<file path="src/design/card_bus_regs.vh">
// Constants for the card bus, idle insertion and arbitration block
`ifndef CARD_BUS_REGS_VH
`define CARD_BUS_REGS_VH
`define REG_CTRL_ONE      3'h0
`define REG_CTRL_TWO      3'h1
`define REG_IDLE          3'h2
`define REG_WAIT          3'h3
`define REG_TIMING        3'h4
`define REG_STATUS        3'h5
`define REG_ENDIAN        3'h6
`define AREA5             3'h5
`define AREA6             3'h6
`define AREA_NONE         3'h7
`define CARD_MEM_TOP      1'b0
`define IO_WIN_LO         4'hd
`define ST_IDLE           3'h0
`define ST_GAP            3'h1
`define ST_SETUP          3'h2
`define ST_STROBE         3'h3
`define ST_HOLD           3'h4
`define ST_RELEASED       3'h5
`define GAP_W             2
`endif

</file>
<file path="src/design/cycle_timer.v">
// Down counter that measures out one phase of a bus cycle
`timescale 1ns/1ps
module cycle_timer
#(
   parameter W = 4
)
(
   input  wire         clk,
   input  wire         rst_n,
   input  wire         load,
   input  wire [W-1:0] count,
   output wire         done
);
   reg [W-1:0] remain;
   always @(posedge clk)
   begin
      if (!rst_n)
         remain <= {W{1'b0}};
      else if (load)
         remain <= count;
      else if (remain != {W{1'b0}})
         remain <= remain - {{(W-1){1'b0}}, 1'b1};
   end
   assign done = (remain == {W{1'b0}}) && !load;
endmodule

</file>
<file path="src/design/pin_sync.v">
// Three-stage synchroniser; a change counts when stages two and three agree
`timescale 1ns/1ps
module pin_sync
#(
   parameter RST = 1'b1
)
(
   input  wire clk,
   input  wire rst_n,
   input  wire pin,
   output reg  level
);
   reg s1;
   reg s2;
   reg s3;
   always @(posedge clk)
   begin
      if (!rst_n)
      begin
         s1    <= RST;
         s2    <= RST;
         s3    <= RST;
         level <= RST;
      end
      else
      begin
         s1 <= pin;
         s2 <= s1;
         s3 <= s2;
         if (s2 == s3)
            level <= s3;
      end
   end
endmodule

</file>
<file path="src/design/card_bus_ctrl.v">
// Card area bus controller with idle insertion and bus arbitration
//
// Decided for this implementation: the address-and-strobe port and the register offsets.
`timescale 1ns/1ps
`include "card_bus_regs.vh"
module card_bus_ctrl
#(
   parameter TW = 4
)
(
   input  wire        clk,
   input  wire        rst_n,
   input  wire [2:0]  reg_addr,
   input  wire [31:0] reg_wdata,
   input  wire        reg_write,
   input  wire        reg_read,
   output reg  [31:0] reg_rdata,
   input  wire        req_valid,
   input  wire [28:0] req_addr,
   input  wire        req_write,
   input  wire        req_word,
   input  wire        req_fill,
   input  wire [2:0]  req_area,
   output reg         req_done,
   input  wire        wait_pin_n,
   input  wire        io_port_wide_sense_n,
   input  wire        bus_release_request_n,
   input  wire        refresh_pending,
   input  wire        refresh_start,
   input  wire [3:0]  irq_level,
   input  wire [3:0]  interrupt_mask_field,
   output reg         bus_grant_n,
   output reg         bus_reclaim_request_n,
   output reg  [25:0] bus_addr,
   output reg         card_enable_low_byte_n,
   output reg         card_enable_high_byte_n,
   output reg         read_strobe_n,
   output reg         write_strobe_pin_n,
   output reg         io_cycle,
   output reg         bus_width16,
   output reg         bus_busy
);
   // Software-visible control
   reg [31:0] bus_control_one;
   reg [31:0] bus_control_two;
   reg [31:0] idle_wait_control;
   reg [31:0] access_wait_control;
   reg [31:0] card_timing_control;
   reg        little_endian;
   // Cycle state
   reg [2:0]  state;
   reg [2:0]  prev_area;
   reg        prev_read;
   reg        prev_valid;
   reg [1:0]  empty_cnt;
   reg        arb_gap;
   reg        fill_active;
   reg        split_second;
   reg [2:0]  burst_left;
   reg [2:0]  cur_area;
   reg        cur_io;
   reg        cur_write;
   reg        timer_load;
   reg [TW-1:0] timer_count;
   wire       timer_done;
   wire       wait_n;
   wire       wide_sense_n;
   wire       release_req_n;
   cycle_timer #(.W(TW)) u_timer
   (
      .clk   (clk),
      .rst_n (rst_n),
      .load  (timer_load),
      .count (timer_count),
      .done  (timer_done)
   );
   pin_sync #(.RST(1'b1)) u_wait
   (
      .clk   (clk),
      .rst_n (rst_n),
      .pin   (wait_pin_n),
      .level (wait_n)
   );
   pin_sync #(.RST(1'b0)) u_wide
   (
      .clk   (clk),
      .rst_n (rst_n),
      .pin   (io_port_wide_sense_n),
      .level (wide_sense_n)
   );
   pin_sync #(.RST(1'b1)) u_bus_release_request
   (
      .clk   (clk),
      .rst_n (rst_n),
      .pin   (bus_release_request_n),
      .level (release_req_n)
   );
   // Field decode
   wire area5_card_select = bus_control_one[3];
   wire area6_card_select = bus_control_one[2];
   wire [1:0] area5_burst = {bus_control_one[7], bus_control_one[6]};
   wire [1:0] area6_burst = {bus_control_one[5], bus_control_one[4]};
   wire [1:0] area5_width = {bus_control_two[11], bus_control_two[10]};
   wire [1:0] area6_width = {bus_control_two[13], bus_control_two[12]};
   wire req_card = (req_area == `AREA5 && area5_card_select) ||
                   (req_area == `AREA6 && area6_card_select);
   wire req_low32 = (req_addr[25] == `CARD_MEM_TOP);
   wire req_io = (req_area == `AREA6) && area6_card_select &&
                 (req_addr[28:25] == `IO_WIN_LO);
   wire [1:0] req_width = (req_area == `AREA5) ? area5_width : area6_width;
   wire [1:0] req_burst = (req_area == `AREA5) ? area5_burst : area6_burst;
   wire [1:0] setup_cyc = (cur_area == `AREA5) ? card_timing_control[7:6]
                                               : card_timing_control[3:2];
   // Set-up of the incoming area; cur_area still names the last one
   wire [1:0] req_setup = (req_area == `AREA5) ? card_timing_control[7:6]
                                               : card_timing_control[3:2];
   wire [1:0] hold_cyc  = (cur_area == `AREA5) ? card_timing_control[5:4]
                                               : card_timing_control[1:0];
   wire [2:0] sw_wait   = (cur_area == `AREA5) ? access_wait_control[17:15]
                                               : access_wait_control[20:18];
   // Idle count of the previous area minus already empty cycles
   wire [1:0] prev_idle_field = idle_wait_control[{prev_area, 1'b0} +: 2];
   wire need_gap = prev_valid && !arb_gap &&
                   ((req_area != prev_area) || (prev_read && req_write));
   wire [1:0] gap_left = (prev_idle_field > empty_cnt) ?
                         (prev_idle_field - empty_cnt) : 2'h0;
   wire irq_qual = irq_level > interrupt_mask_field;
   wire release_ok = !release_req_n && !fill_active;
   // Narrow port split only in little endian on a 16-bit area 6
   wire do_split = cur_io && little_endian && bus_width16 && req_word &&
                   wide_sense_n && !split_second;
   always @(posedge clk)
   begin
      if (!rst_n)
      begin
         bus_control_one     <= 32'h00000000;
         bus_control_two     <= 32'h00000000;
         idle_wait_control   <= 32'h00000000;
         access_wait_control <= 32'h00000000;
         card_timing_control <= 32'h00000000;
         little_endian       <= 1'b0;
         reg_rdata           <= 32'h00000000;
      end
      else
      begin
         if (reg_write)
         begin
            case (reg_addr)
               `REG_CTRL_ONE: bus_control_one     <= reg_wdata;
               `REG_CTRL_TWO: bus_control_two     <= reg_wdata;
               `REG_IDLE:     idle_wait_control   <= reg_wdata;
               `REG_WAIT:     access_wait_control <= reg_wdata;
               `REG_TIMING:   card_timing_control <= reg_wdata;
               `REG_ENDIAN:   little_endian       <= reg_wdata[0];
               default:       little_endian       <= little_endian;
            endcase
         end
         if (reg_read)
         begin
            case (reg_addr)
               `REG_CTRL_ONE: reg_rdata <= bus_control_one;
               `REG_CTRL_TWO: reg_rdata <= bus_control_two;
               `REG_IDLE:     reg_rdata <= idle_wait_control;
               `REG_WAIT:     reg_rdata <= access_wait_control;
               `REG_TIMING:   reg_rdata <= card_timing_control;
               `REG_STATUS:   reg_rdata <= {25'h0000000, state, prev_area, ~bus_grant_n};
               `REG_ENDIAN:   reg_rdata <= {31'h00000000, little_endian};
               default:       reg_rdata <= 32'h00000000;
            endcase
         end
         else
            reg_rdata <= 32'h00000000;
      end
   end
   // Bus reclaim: refresh pending or qualifying interrupt
   always @(posedge clk)
   begin
      if (!rst_n)
         bus_reclaim_request_n <= 1'b1;
      else
         bus_reclaim_request_n <= !((refresh_pending && !refresh_start) ||
                                    irq_qual);
   end
   always @(posedge clk)
   begin
      if (!rst_n)
      begin
         state        <= `ST_IDLE;
         prev_area    <= `AREA_NONE;
         prev_read    <= 1'b0;
         prev_valid   <= 1'b0;
         empty_cnt    <= 2'h0;
         arb_gap      <= 1'b0;
         fill_active  <= 1'b0;
         split_second <= 1'b0;
         burst_left   <= 3'h0;
         cur_area     <= `AREA_NONE;
         cur_io       <= 1'b0;
         cur_write    <= 1'b0;
         timer_load   <= 1'b0;
         timer_count  <= {TW{1'b0}};
         req_done     <= 1'b0;
         bus_grant_n  <= 1'b1;
         bus_addr     <= 26'h0000000;
         card_enable_low_byte_n  <= 1'b1;
         card_enable_high_byte_n <= 1'b1;
         read_strobe_n      <= 1'b1;
         write_strobe_pin_n <= 1'b1;
         io_cycle     <= 1'b0;
         bus_width16  <= 1'b0;
         bus_busy     <= 1'b0;
      end
      else
      begin
         timer_load <= 1'b0;
         req_done   <= 1'b0;
         case (state)
            `ST_IDLE:
            begin
               if (release_ok)
               begin
                  bus_grant_n <= 1'b0;
                  bus_busy    <= 1'b0;
                  state       <= `ST_RELEASED;
               end
               // Done pulse blocks a rerun of the request still held
               else if (req_valid && !req_done && req_card && (req_low32 || req_io))
               begin
                  cur_area     <= req_area;
                  cur_io       <= req_io;
                  cur_write    <= req_write;
                  io_cycle     <= req_io;
                  bus_width16  <= (req_width == 2'h2);
                  bus_addr     <= req_addr[25:0];
                  fill_active  <= req_fill;
                  burst_left   <= (!req_write && !req_io && req_burst != 2'h0) ?
                                  {1'b0, req_burst} : 3'h0;
                  bus_busy     <= 1'b1;
                  if (need_gap && gap_left != 2'h0)
                  begin
                     timer_count <= {{(TW-2){1'b0}}, gap_left};
                     timer_load  <= 1'b1;
                     state       <= `ST_GAP;
                  end
                  else
                  begin
                     timer_count <= {{(TW-2){1'b0}}, req_setup};
                     timer_load  <= 1'b1;
                     state       <= `ST_SETUP;
                  end
               end
               else if (empty_cnt != 2'h3)
                  empty_cnt <= empty_cnt + 2'h1;
            end
            `ST_GAP:
            begin
               if (timer_done)
               begin
                  timer_count <= {{(TW-2){1'b0}}, setup_cyc};
                  timer_load  <= 1'b1;
                  state       <= `ST_SETUP;
               end
            end
            `ST_SETUP:
            begin
               card_enable_low_byte_n  <= 1'b0;
               card_enable_high_byte_n <= !(bus_width16 && req_word && !do_split);
               if (timer_done && !timer_load)
               begin
                  read_strobe_n      <= cur_write;
                  write_strobe_pin_n <= !cur_write;
                  timer_count <= {{(TW-3){1'b0}}, sw_wait};
                  timer_load  <= 1'b1;
                  state       <= `ST_STROBE;
               end
            end
            `ST_STROBE:
            begin
               if (timer_done && !timer_load && wait_n)
               begin
                  if (burst_left != 3'h0)
                  begin
                     bus_addr    <= bus_addr + 26'h0000002;
                     burst_left  <= burst_left - 3'h1;
                     timer_count <= {{(TW-3){1'b0}}, sw_wait};
                     timer_load  <= 1'b1;
                  end
                  else
                  begin
                     read_strobe_n      <= 1'b1;
                     write_strobe_pin_n <= 1'b1;
                     timer_count <= {{(TW-2){1'b0}}, hold_cyc};
                     timer_load  <= 1'b1;
                     state       <= `ST_HOLD;
                  end
               end
            end
            `ST_HOLD:
            begin
               if (timer_done && !timer_load)
               begin
                  card_enable_low_byte_n  <= 1'b1;
                  card_enable_high_byte_n <= 1'b1;
                  if (do_split)
                  begin
                     split_second <= 1'b1;
                     bus_addr     <= bus_addr + 26'h0000001;
                     timer_count  <= {{(TW-2){1'b0}}, setup_cyc};
                     timer_load   <= 1'b1;
                     state        <= `ST_SETUP;
                  end
                  else
                  begin
                     split_second <= 1'b0;
                     fill_active  <= 1'b0;
                     prev_area    <= cur_area;
                     prev_read    <= !cur_write;
                     prev_valid   <= 1'b1;
                     empty_cnt    <= 2'h0;
                     arb_gap      <= 1'b0;
                     req_done     <= 1'b1;
                     bus_busy     <= 1'b0;
                     state        <= `ST_IDLE;
                  end
               end
            end
            `ST_RELEASED:
            begin
               if (release_req_n)
               begin
                  bus_grant_n <= 1'b1;
                  arb_gap     <= 1'b1;
                  state       <= `ST_IDLE;
               end
            end
            default:
               state <= `ST_IDLE;
         endcase
      end
   end
endmodule

</file>
<file path="config.mk">
export PLATFORM = sky130hd
export DESIGN_NAME = card_bus_ctrl
export DESIGN_NICKNAME = d
export VERILOG_FILES = /design/src/design/cycle_timer.v /design/src/design/pin_sync.v /design/src/design/card_bus_ctrl.v
export VERILOG_INCLUDE_DIRS = /design/src /design/src/design
export SDC_FILE = /design/constraint.sdc
export NUM_CORES = 1
export LEC_CHECK = 0
export BUFFER_PORTS_ARGS = -buffer_cell sky130_fd_sc_hd__buf_4
export CAP_MARGIN = 10
export CORE_ASPECT_RATIO = 2
export CORE_MARGIN = 5
export CORE_UTILIZATION = 49
export CTS_BUF_LIST = sky130_fd_sc_hd__clkbuf_16
export DETAILED_ROUTE_END_ITERATION = 16
export HOLD_SLACK_MARGIN = 0.12
export PLACE_DENSITY = 0.7
export SYNTH_ARGS = -nofsm -noshare
export SYNTH_HDL_FRONTEND = slang
export SYNTH_SLANG_ARGS = --single-unit
</file>
<file path="constraint.sdc">
create_clock -name clk -period 3.05 [get_ports clk]
set_clock_uncertainty 0.1 [all_clocks]
set_input_delay 0.305 -clock clk [delete_from_list [all_inputs] [get_ports clk]]
set_output_delay 0.305 -clock clk [all_outputs]
set_load 0.02 [all_outputs]
</file>
=== After elaboration in Yosys (flattened, before gate mapping) ===
Cells that the tools add are included.
W data, S select, Z words.

* Logic and storage cells: 252
* Input bits: 88
* Output and inout port bits: 68
* Flip-flop bits (word level): 270

* Shift operators: 1
* Equality and inequality tests: 36
* Add/sub/neg operators: 6
* Magnitude comparators: 2
* Bitwise logic cells: 4
* Reductions and logical operators: 79
* Multiplexer cells: 80

{| class="wikitable"
|+ Operator list
! kind !! number
|-
| $pmux W32 S7 || 1
|-
| $mux W26 || 6
|-
| $pmux W26 S3 || 1
|-
| $mux W3 || 14
|-
| $mux W4 || 9
|-
| $shiftx A32 B5 Y2 || 1
|-
| $mux W2 || 15
|-
| $ne A2 B2 Y1 const B || 14
|-
| $add A26 B1 Y26 const B || 1
|-
| $add A26 B2 Y26 const B || 1
|-
| $eq A3 B3 Y1 const B || 8
|-
| $logic_and A1 B1 Y1 || 24
|-
| $mux W1 || 21
|-
| $pmux W4 S5 || 1
|-
| $pmux W3 S6 || 1
|-
| $reduce_and A2 Y1 || 9
|-
| $reduce_bool A2 Y1 || 9
|-
| $pmux W1 S2 || 8
|-
| $reduce_and A7 Y1 || 2
|-
| $logic_not A1 Y1 || 13
|-
| $eq A3 B2 Y1 const B || 4
|-
| $reduce_and A3 Y1 || 4
|-
| $reduce_and A4 Y1 || 3
|-
| $reduce_and A5 Y1 || 2
|-
| 25 further kinds || 36
|}

=== Longest topological paths before layout ===
* Depth in word-level cells: 10
* Depth in mapped cells: 11

=== Hierarchy ===
Synthesis repeated with hierarchy kept, for this count alone.

* Cells, all modules: 1558
* Area total of the unflattened synthesis: 12175.4 sq um

{| class="wikitable"
|+ By module, submodules not included
! module !! seq. area each (sq um) !! cells an instance !! area each (sq um) !! instances
|-
| card_bus_ctrl || 5064.9 || 1502 || 11596.1 || 1
|-
| cycle_timer || 80.1 || 26 || 237.7 || 1
|-
| pin_sync (u_bus_release_request ...) || 80.1 || 10 || 112.6 || 2
|-
| pin_sync (u_wide) || 80.1 || 10 || 116.4 || 1
|}

=== Least setup slack after synthesis ===
Ideal clock, no wire load.

* Kind: reg2reg
* From: register prev_area[0]
* To: register timer_count[0]
* Clock period less this slack: 3.043 ns
* Data arrival time: 2.806 ns
* Slack: 0.007 ns
* Cell stages (with the launch flop): 12
* Path through: dfxtp_1 buf_2 mux4_2 mux2i_1 ha_1 inv_1 fa_1 nand2b_1 a2111oi_2 mux2i_1 a211oi_1 a21oi_1

* Longest elaborated chain between the ends: 9
* Elaborated cells between the ends (all ways): 13
* Classes of those cells: 1 x add/sub; 1 x order compare; 1 x eq/ne; 1 x shift; 5 x mux; 4 x reduce/logical

{| class="wikitable"
|+ RTL lines
! what !! RTL line !! RTL
|-
| from (decl) || card_bus_ctrl.v:52 || <nowiki>reg [2:0] prev_area;</nowiki>
|-
| from (signal assigned) || card_bus_ctrl.v:189 || <nowiki>prev_area <= `AREA_NONE;</nowiki>
|-
| from (signal assigned) || card_bus_ctrl.v:316 || <nowiki>prev_area <= cur_area;</nowiki>
|-
| $shiftx A32 B5 Y2 || card_bus_ctrl.v:122 || <nowiki>wire [1:0] prev_idle_field = idle_wait_control[{prev_area, 1'b0} +: 2];</nowiki>
|-
| $sub A2 B2 Y2 / $gt A2 B2 Y1 (equally long branches) || card_bus_ctrl.v:126, card_bus_ctrl.v:125 ||
|-
| $mux W2 || card_bus_ctrl.v:125 || <nowiki>wire [1:0] gap_left = (prev_idle_field > empty_cnt) ?</nowiki>
|-
| $reduce_bool A2 Y1 || card_bus_ctrl.v:239 || <nowiki>if (need_gap && gap_left != 2'h0)</nowiki>
|-
| $logic_and A1 B1 Y1 || card_bus_ctrl.v:239 ||
|-
| $mux W2 (*) || card_bus_ctrl.v:239 ||
|-
| $mux W4 (*) || card_bus_ctrl.v:227 || <nowiki>else if (req_valid && !req_done && req_card && (req_low32 || req_io))</nowiki>
|-
| $mux W4 (*) || card_bus_ctrl.v:220 || <nowiki>if (release_ok)</nowiki>
|-
| $pmux W4 S5 (*) || card_bus_ctrl.v:217 || <nowiki>case (state)</nowiki>
|-
| to (signal assigned) || card_bus_ctrl.v:241 || <nowiki>timer_count <= {{(TW-2){1'b0}}, gap_left};</nowiki>
|-
| to (signal assigned) || card_bus_ctrl.v:247 || <nowiki>timer_count <= {{(TW-2){1'b0}}, req_setup};</nowiki>
|-
| to (signal assigned) || card_bus_ctrl.v:259 || <nowiki>timer_count <= {{(TW-2){1'b0}}, setup_cyc};</nowiki>
|-
| to (decl) || card_bus_ctrl.v:64 || <nowiki>reg [TW-1:0] timer_count;</nowiki>
|}

Mark *: on every way between the ends. The rest lies on a longest branch, timed or not. The select of a mux whose other input is x is not followed.
A chain may end at the register's enable or synchronous reset.

=== Final worst setup path ===
Same ends and word-level chain as after synthesis.

==> impl_metrics.toml <==
[detailed_routing]
num_vias = 11870
via_per_inst = 5.815
finalWirelength_mm = 39.06
topRoutingLayerUsed = "met4"
drc = 0
ant_nets = 0
drt_iter0_markers = 978
met2_length_mm = 20.44
wl_met3_mm = 2.321
first_pass_iters = 6
wl_met1_mm = 13.59
drt-wirelength-per-cell_um = 19.14

[global_route]
antenna_found_initial = 0
overflow = 0
grt_pass1_vias = 11510
grt_max_degree = 73
grt_pass1_wl_mm = 61.05
grt_usage = 0.2702

[sta]
relSlewSlack = 0.5528
setup_viol = 0
hold_violations = 0
worst_hold_slack_ns = 0.1235
fin_crit_ns = 3.006
setup_tns_ns = 0
rsz0062_at_grt = "yes"
fmax_ghz = 0.3327
tightest_slew_ns = 0.6647
post-route-period-util = 0.9856
maxSlewViolCount = 0

[synthesis]
ys_warn_count = 0
synth_cells = 1499
ys_seq_elements = 269
synth_edf_count = 0
synth.avg_cell_area_um2 = 8.203
synthesis.area_um2 = 12300
synthesis.nets = 1601
async_flop_share = 0
ys_types = 76
synthTopCellsByArea = "dfxtp_1 44%, nand2_1 12%, a21oi_1 8.9%, mux4_2 5.7%, clkbuf_1 2.8%"
synth_area_leader_cell = "dfxtp_1"
synth_top_cell_area_share = 0.4379
yosysSeqAreaShare = 0.4379
synth_ff_type = "dfxtp_1"

[worst_setup_path]
rr_endpoint = "timer_count[0]"
r2r_slack_ns = 0.04
worstPathArrival_ns = 3.30
start_kind = "register"
path_max_fanout = 6
ff2ff_path_depth = 11
critical_path_class = "register to register"
r2r_start = "prev_area[0]"
crit_required_ns = 3.34
cp-end-kind = "register"

[run_status]
status = "complete, no violations"

[layout]
layout-drive-gt1-share = 0.1830
area_growth_pct = 24.75
nets = 1789
diodes = 0

[cts]
cts_tree = "done"
cts_buffers = 24
clock_latency_ns = 0.53
clkSinkCount = 269
root_buffer = "clkbuf_16"
clk_pin_slew_ns = 0.07
htreeDepth = 1
clockBufferDepth = 3

[hold_path]
min_path_type = "input port to register"
whs_endpoint = "bus_reclaim_request_n"
hp-start = "interrupt_mask_field[0]"
hold_depth = 4

[pwr]
ir_worst_vdd_uv = 421.0
leakagePower_nw = 5.725
power_density_nw_per_um2 = 550.5

[floorplanning]
die_height_um = 234.0
fp-row-count = 82
pin_count = 156
start_util = 0.4932
die_width_um = 122.0
core_um2 = 24930
die_area_um2 = 28560

[placed_design]
port_buffers = 155
place_congestion = 0.9252
dpl.hpwl_mm = 27.20

[job]
cap_violations = 0
## layer usage
metal | vias to the layer above | GRT usage
li1 | 5617 | -
met1 | 5588 | 0.2807
met2 | 508 | 0.4977
met3 | 155 | 0.03476
met4 | 0 | 0.1802
met5 | - | 0
## how the worst max path moves through the flow
stage	cells past startpoint	slack, ns	start	end
6_report	11	0.04	prev_area[0]	timer_count[0]
5_1_grt	11	-0.07	prev_area[0]	timer_count[1]
4_1_cts	12	0.04	prev_area[0]	state[1]
3_5_place_dp	12	-0.25	prev_area[0]	state[1]
3_3_place_gp	12	-0.15	prev_area[0]	state[1]
2_1_floorplan	11	0.007	prev_area[0]	timer_count[0]
## worst max-delay path, stage by stage, from the launching register on
cell	delay (ns)
dfxtp_4	0.41
mux4_2	0.55
mux2i_1	0.17
ha_1	0.16
inv_1	0.05
fa_1	0.50
nand2b_1	0.07
a2111oi_2	0.29
buf_4	0.18
mux2i_1	0.08
a211oi_1	0.21
a21oi_1	0.10
## Yosys cell counts, types with 6 or more instances
library cell,instances
a211oi_1,10
a21oi_1,218
a221oi_1,6
a22oi_1,32
a31oi_1,16
and3_1,14
and4_1,8
buf_1,9
clkbuf_1,93
dfxtp_1,269
ha_1,13
inv_1,17
mux2_2,7
mux2i_1,23
mux4_2,31
nand2_1,397
nand2b_1,17
nand3_1,28
nand3b_1,7
nand4_1,8
nor2_1,85
nor2b_1,8
nor3_1,19
o21ai_0,35
o21ai_1,13
o31ai_1,11
xnor2_1,7
## stage by stage
stage	cell area, um^2	std cells	setup WS [ns]	total power, mW	util
floorplan	12300	1499	0.006785	4.921	-
global placement	13900	1929	-0.1548	5.446	0.5574
detailed placement	13900	1929	-0.2463	5.467	0.5574
CTS	15340	2041	0.04287	8.480	0.6153
global route	15340	2041	-0.07061	8.796	0.6153
finish	15340	2041	0.04390	8.444	0.6153
## registers in the layout, indices dropped and copies added (netlist names), 2 cells and up
signal / count
access_wait_control: 32
bus_control_one: 32
bus_control_two: 32
card_timing_control: 32
idle_wait_control: 32
reg_rdata: 32
bus_addr: 26
u_timer.remain: 4
burst_left: 3
cur_area: 3
prev_area: 3
state: 3
timer_count: 3
empty_cnt: 2
## power by group
part / switching (mW) / leakage, nW / internal [mW] / total [mW]
logic: 0.978 / 3.18 / 0.701 / 1.68
registers: 0.153 / 2.18 / 3.65 / 3.80
clock network: 1.38 / 0.370 / 1.59 / 2.96
## cell usage in the layout, fill, tap and decap left out, types with 10 or more instances in the layout
cell type | Yosys | layout
nand2_1 | 397 | 397
dfxtp_1 | 269 | 268
a21oi_1 | 218 | 218
buf_4 | 0 | 201
nor2_1 | 85 | 83
dlygate4sd3_1 | 0 | 68
o21ai_0 | 35 | 34
a22oi_1 | 32 | 32
mux4_2 | 31 | 31
nand3_1 | 28 | 28
clkbuf_16 | 0 | 25
mux2i_1 | 23 | 23
inv_1 | 17 | 19
nand2b_1 | 17 | 17
nor3_1 | 19 | 17
a31oi_1 | 16 | 16
and3_1 | 14 | 14
o21ai_1 | 13 | 14
ha_1 | 13 | 13
o31ai_1 | 11 | 11
a211oi_1 | 10 | 10
## layout make-up
type | count | area (um^2)
Fill cell | 2221 | 9592
Clock buffer | 25 | 625.6
Timing Repair Buffer | 275 | 2310
Multi-Input combinational cell | 1099 | 6390
Clock inverter | 19 | 132.6
Sequential cell | 269 | 5389
Inverter | 18 | 72.57
Tap cell | 336 | 420.4
## cell families (layout without fill, tap and decap cells)
group	after synthesis	count (layout)	synth area share
buffers and inverters	131	337	0.04365
AOI/OAI and AO/OA	397	397	0.1970
and+or+nand+nor	617	617	0.2175
DFF	269	269	0.4379
xor gates and xnor gates	10	10	0.007123
adders and majority gates	14	14	0.01486
muxes	61	61	0.08191
## what timing repair did
item | 4_1_cts | 5_1_grt
resized for setup | 3 | 0
endpoints found under the setup margin | 4 | 3
pin swaps | 3 | 1
hold buffers | 68 | 0
buffers inserted | 0 | 0
endpoints found under the hold margin | 196 | 0
Power figures use the tool's default switching activity.
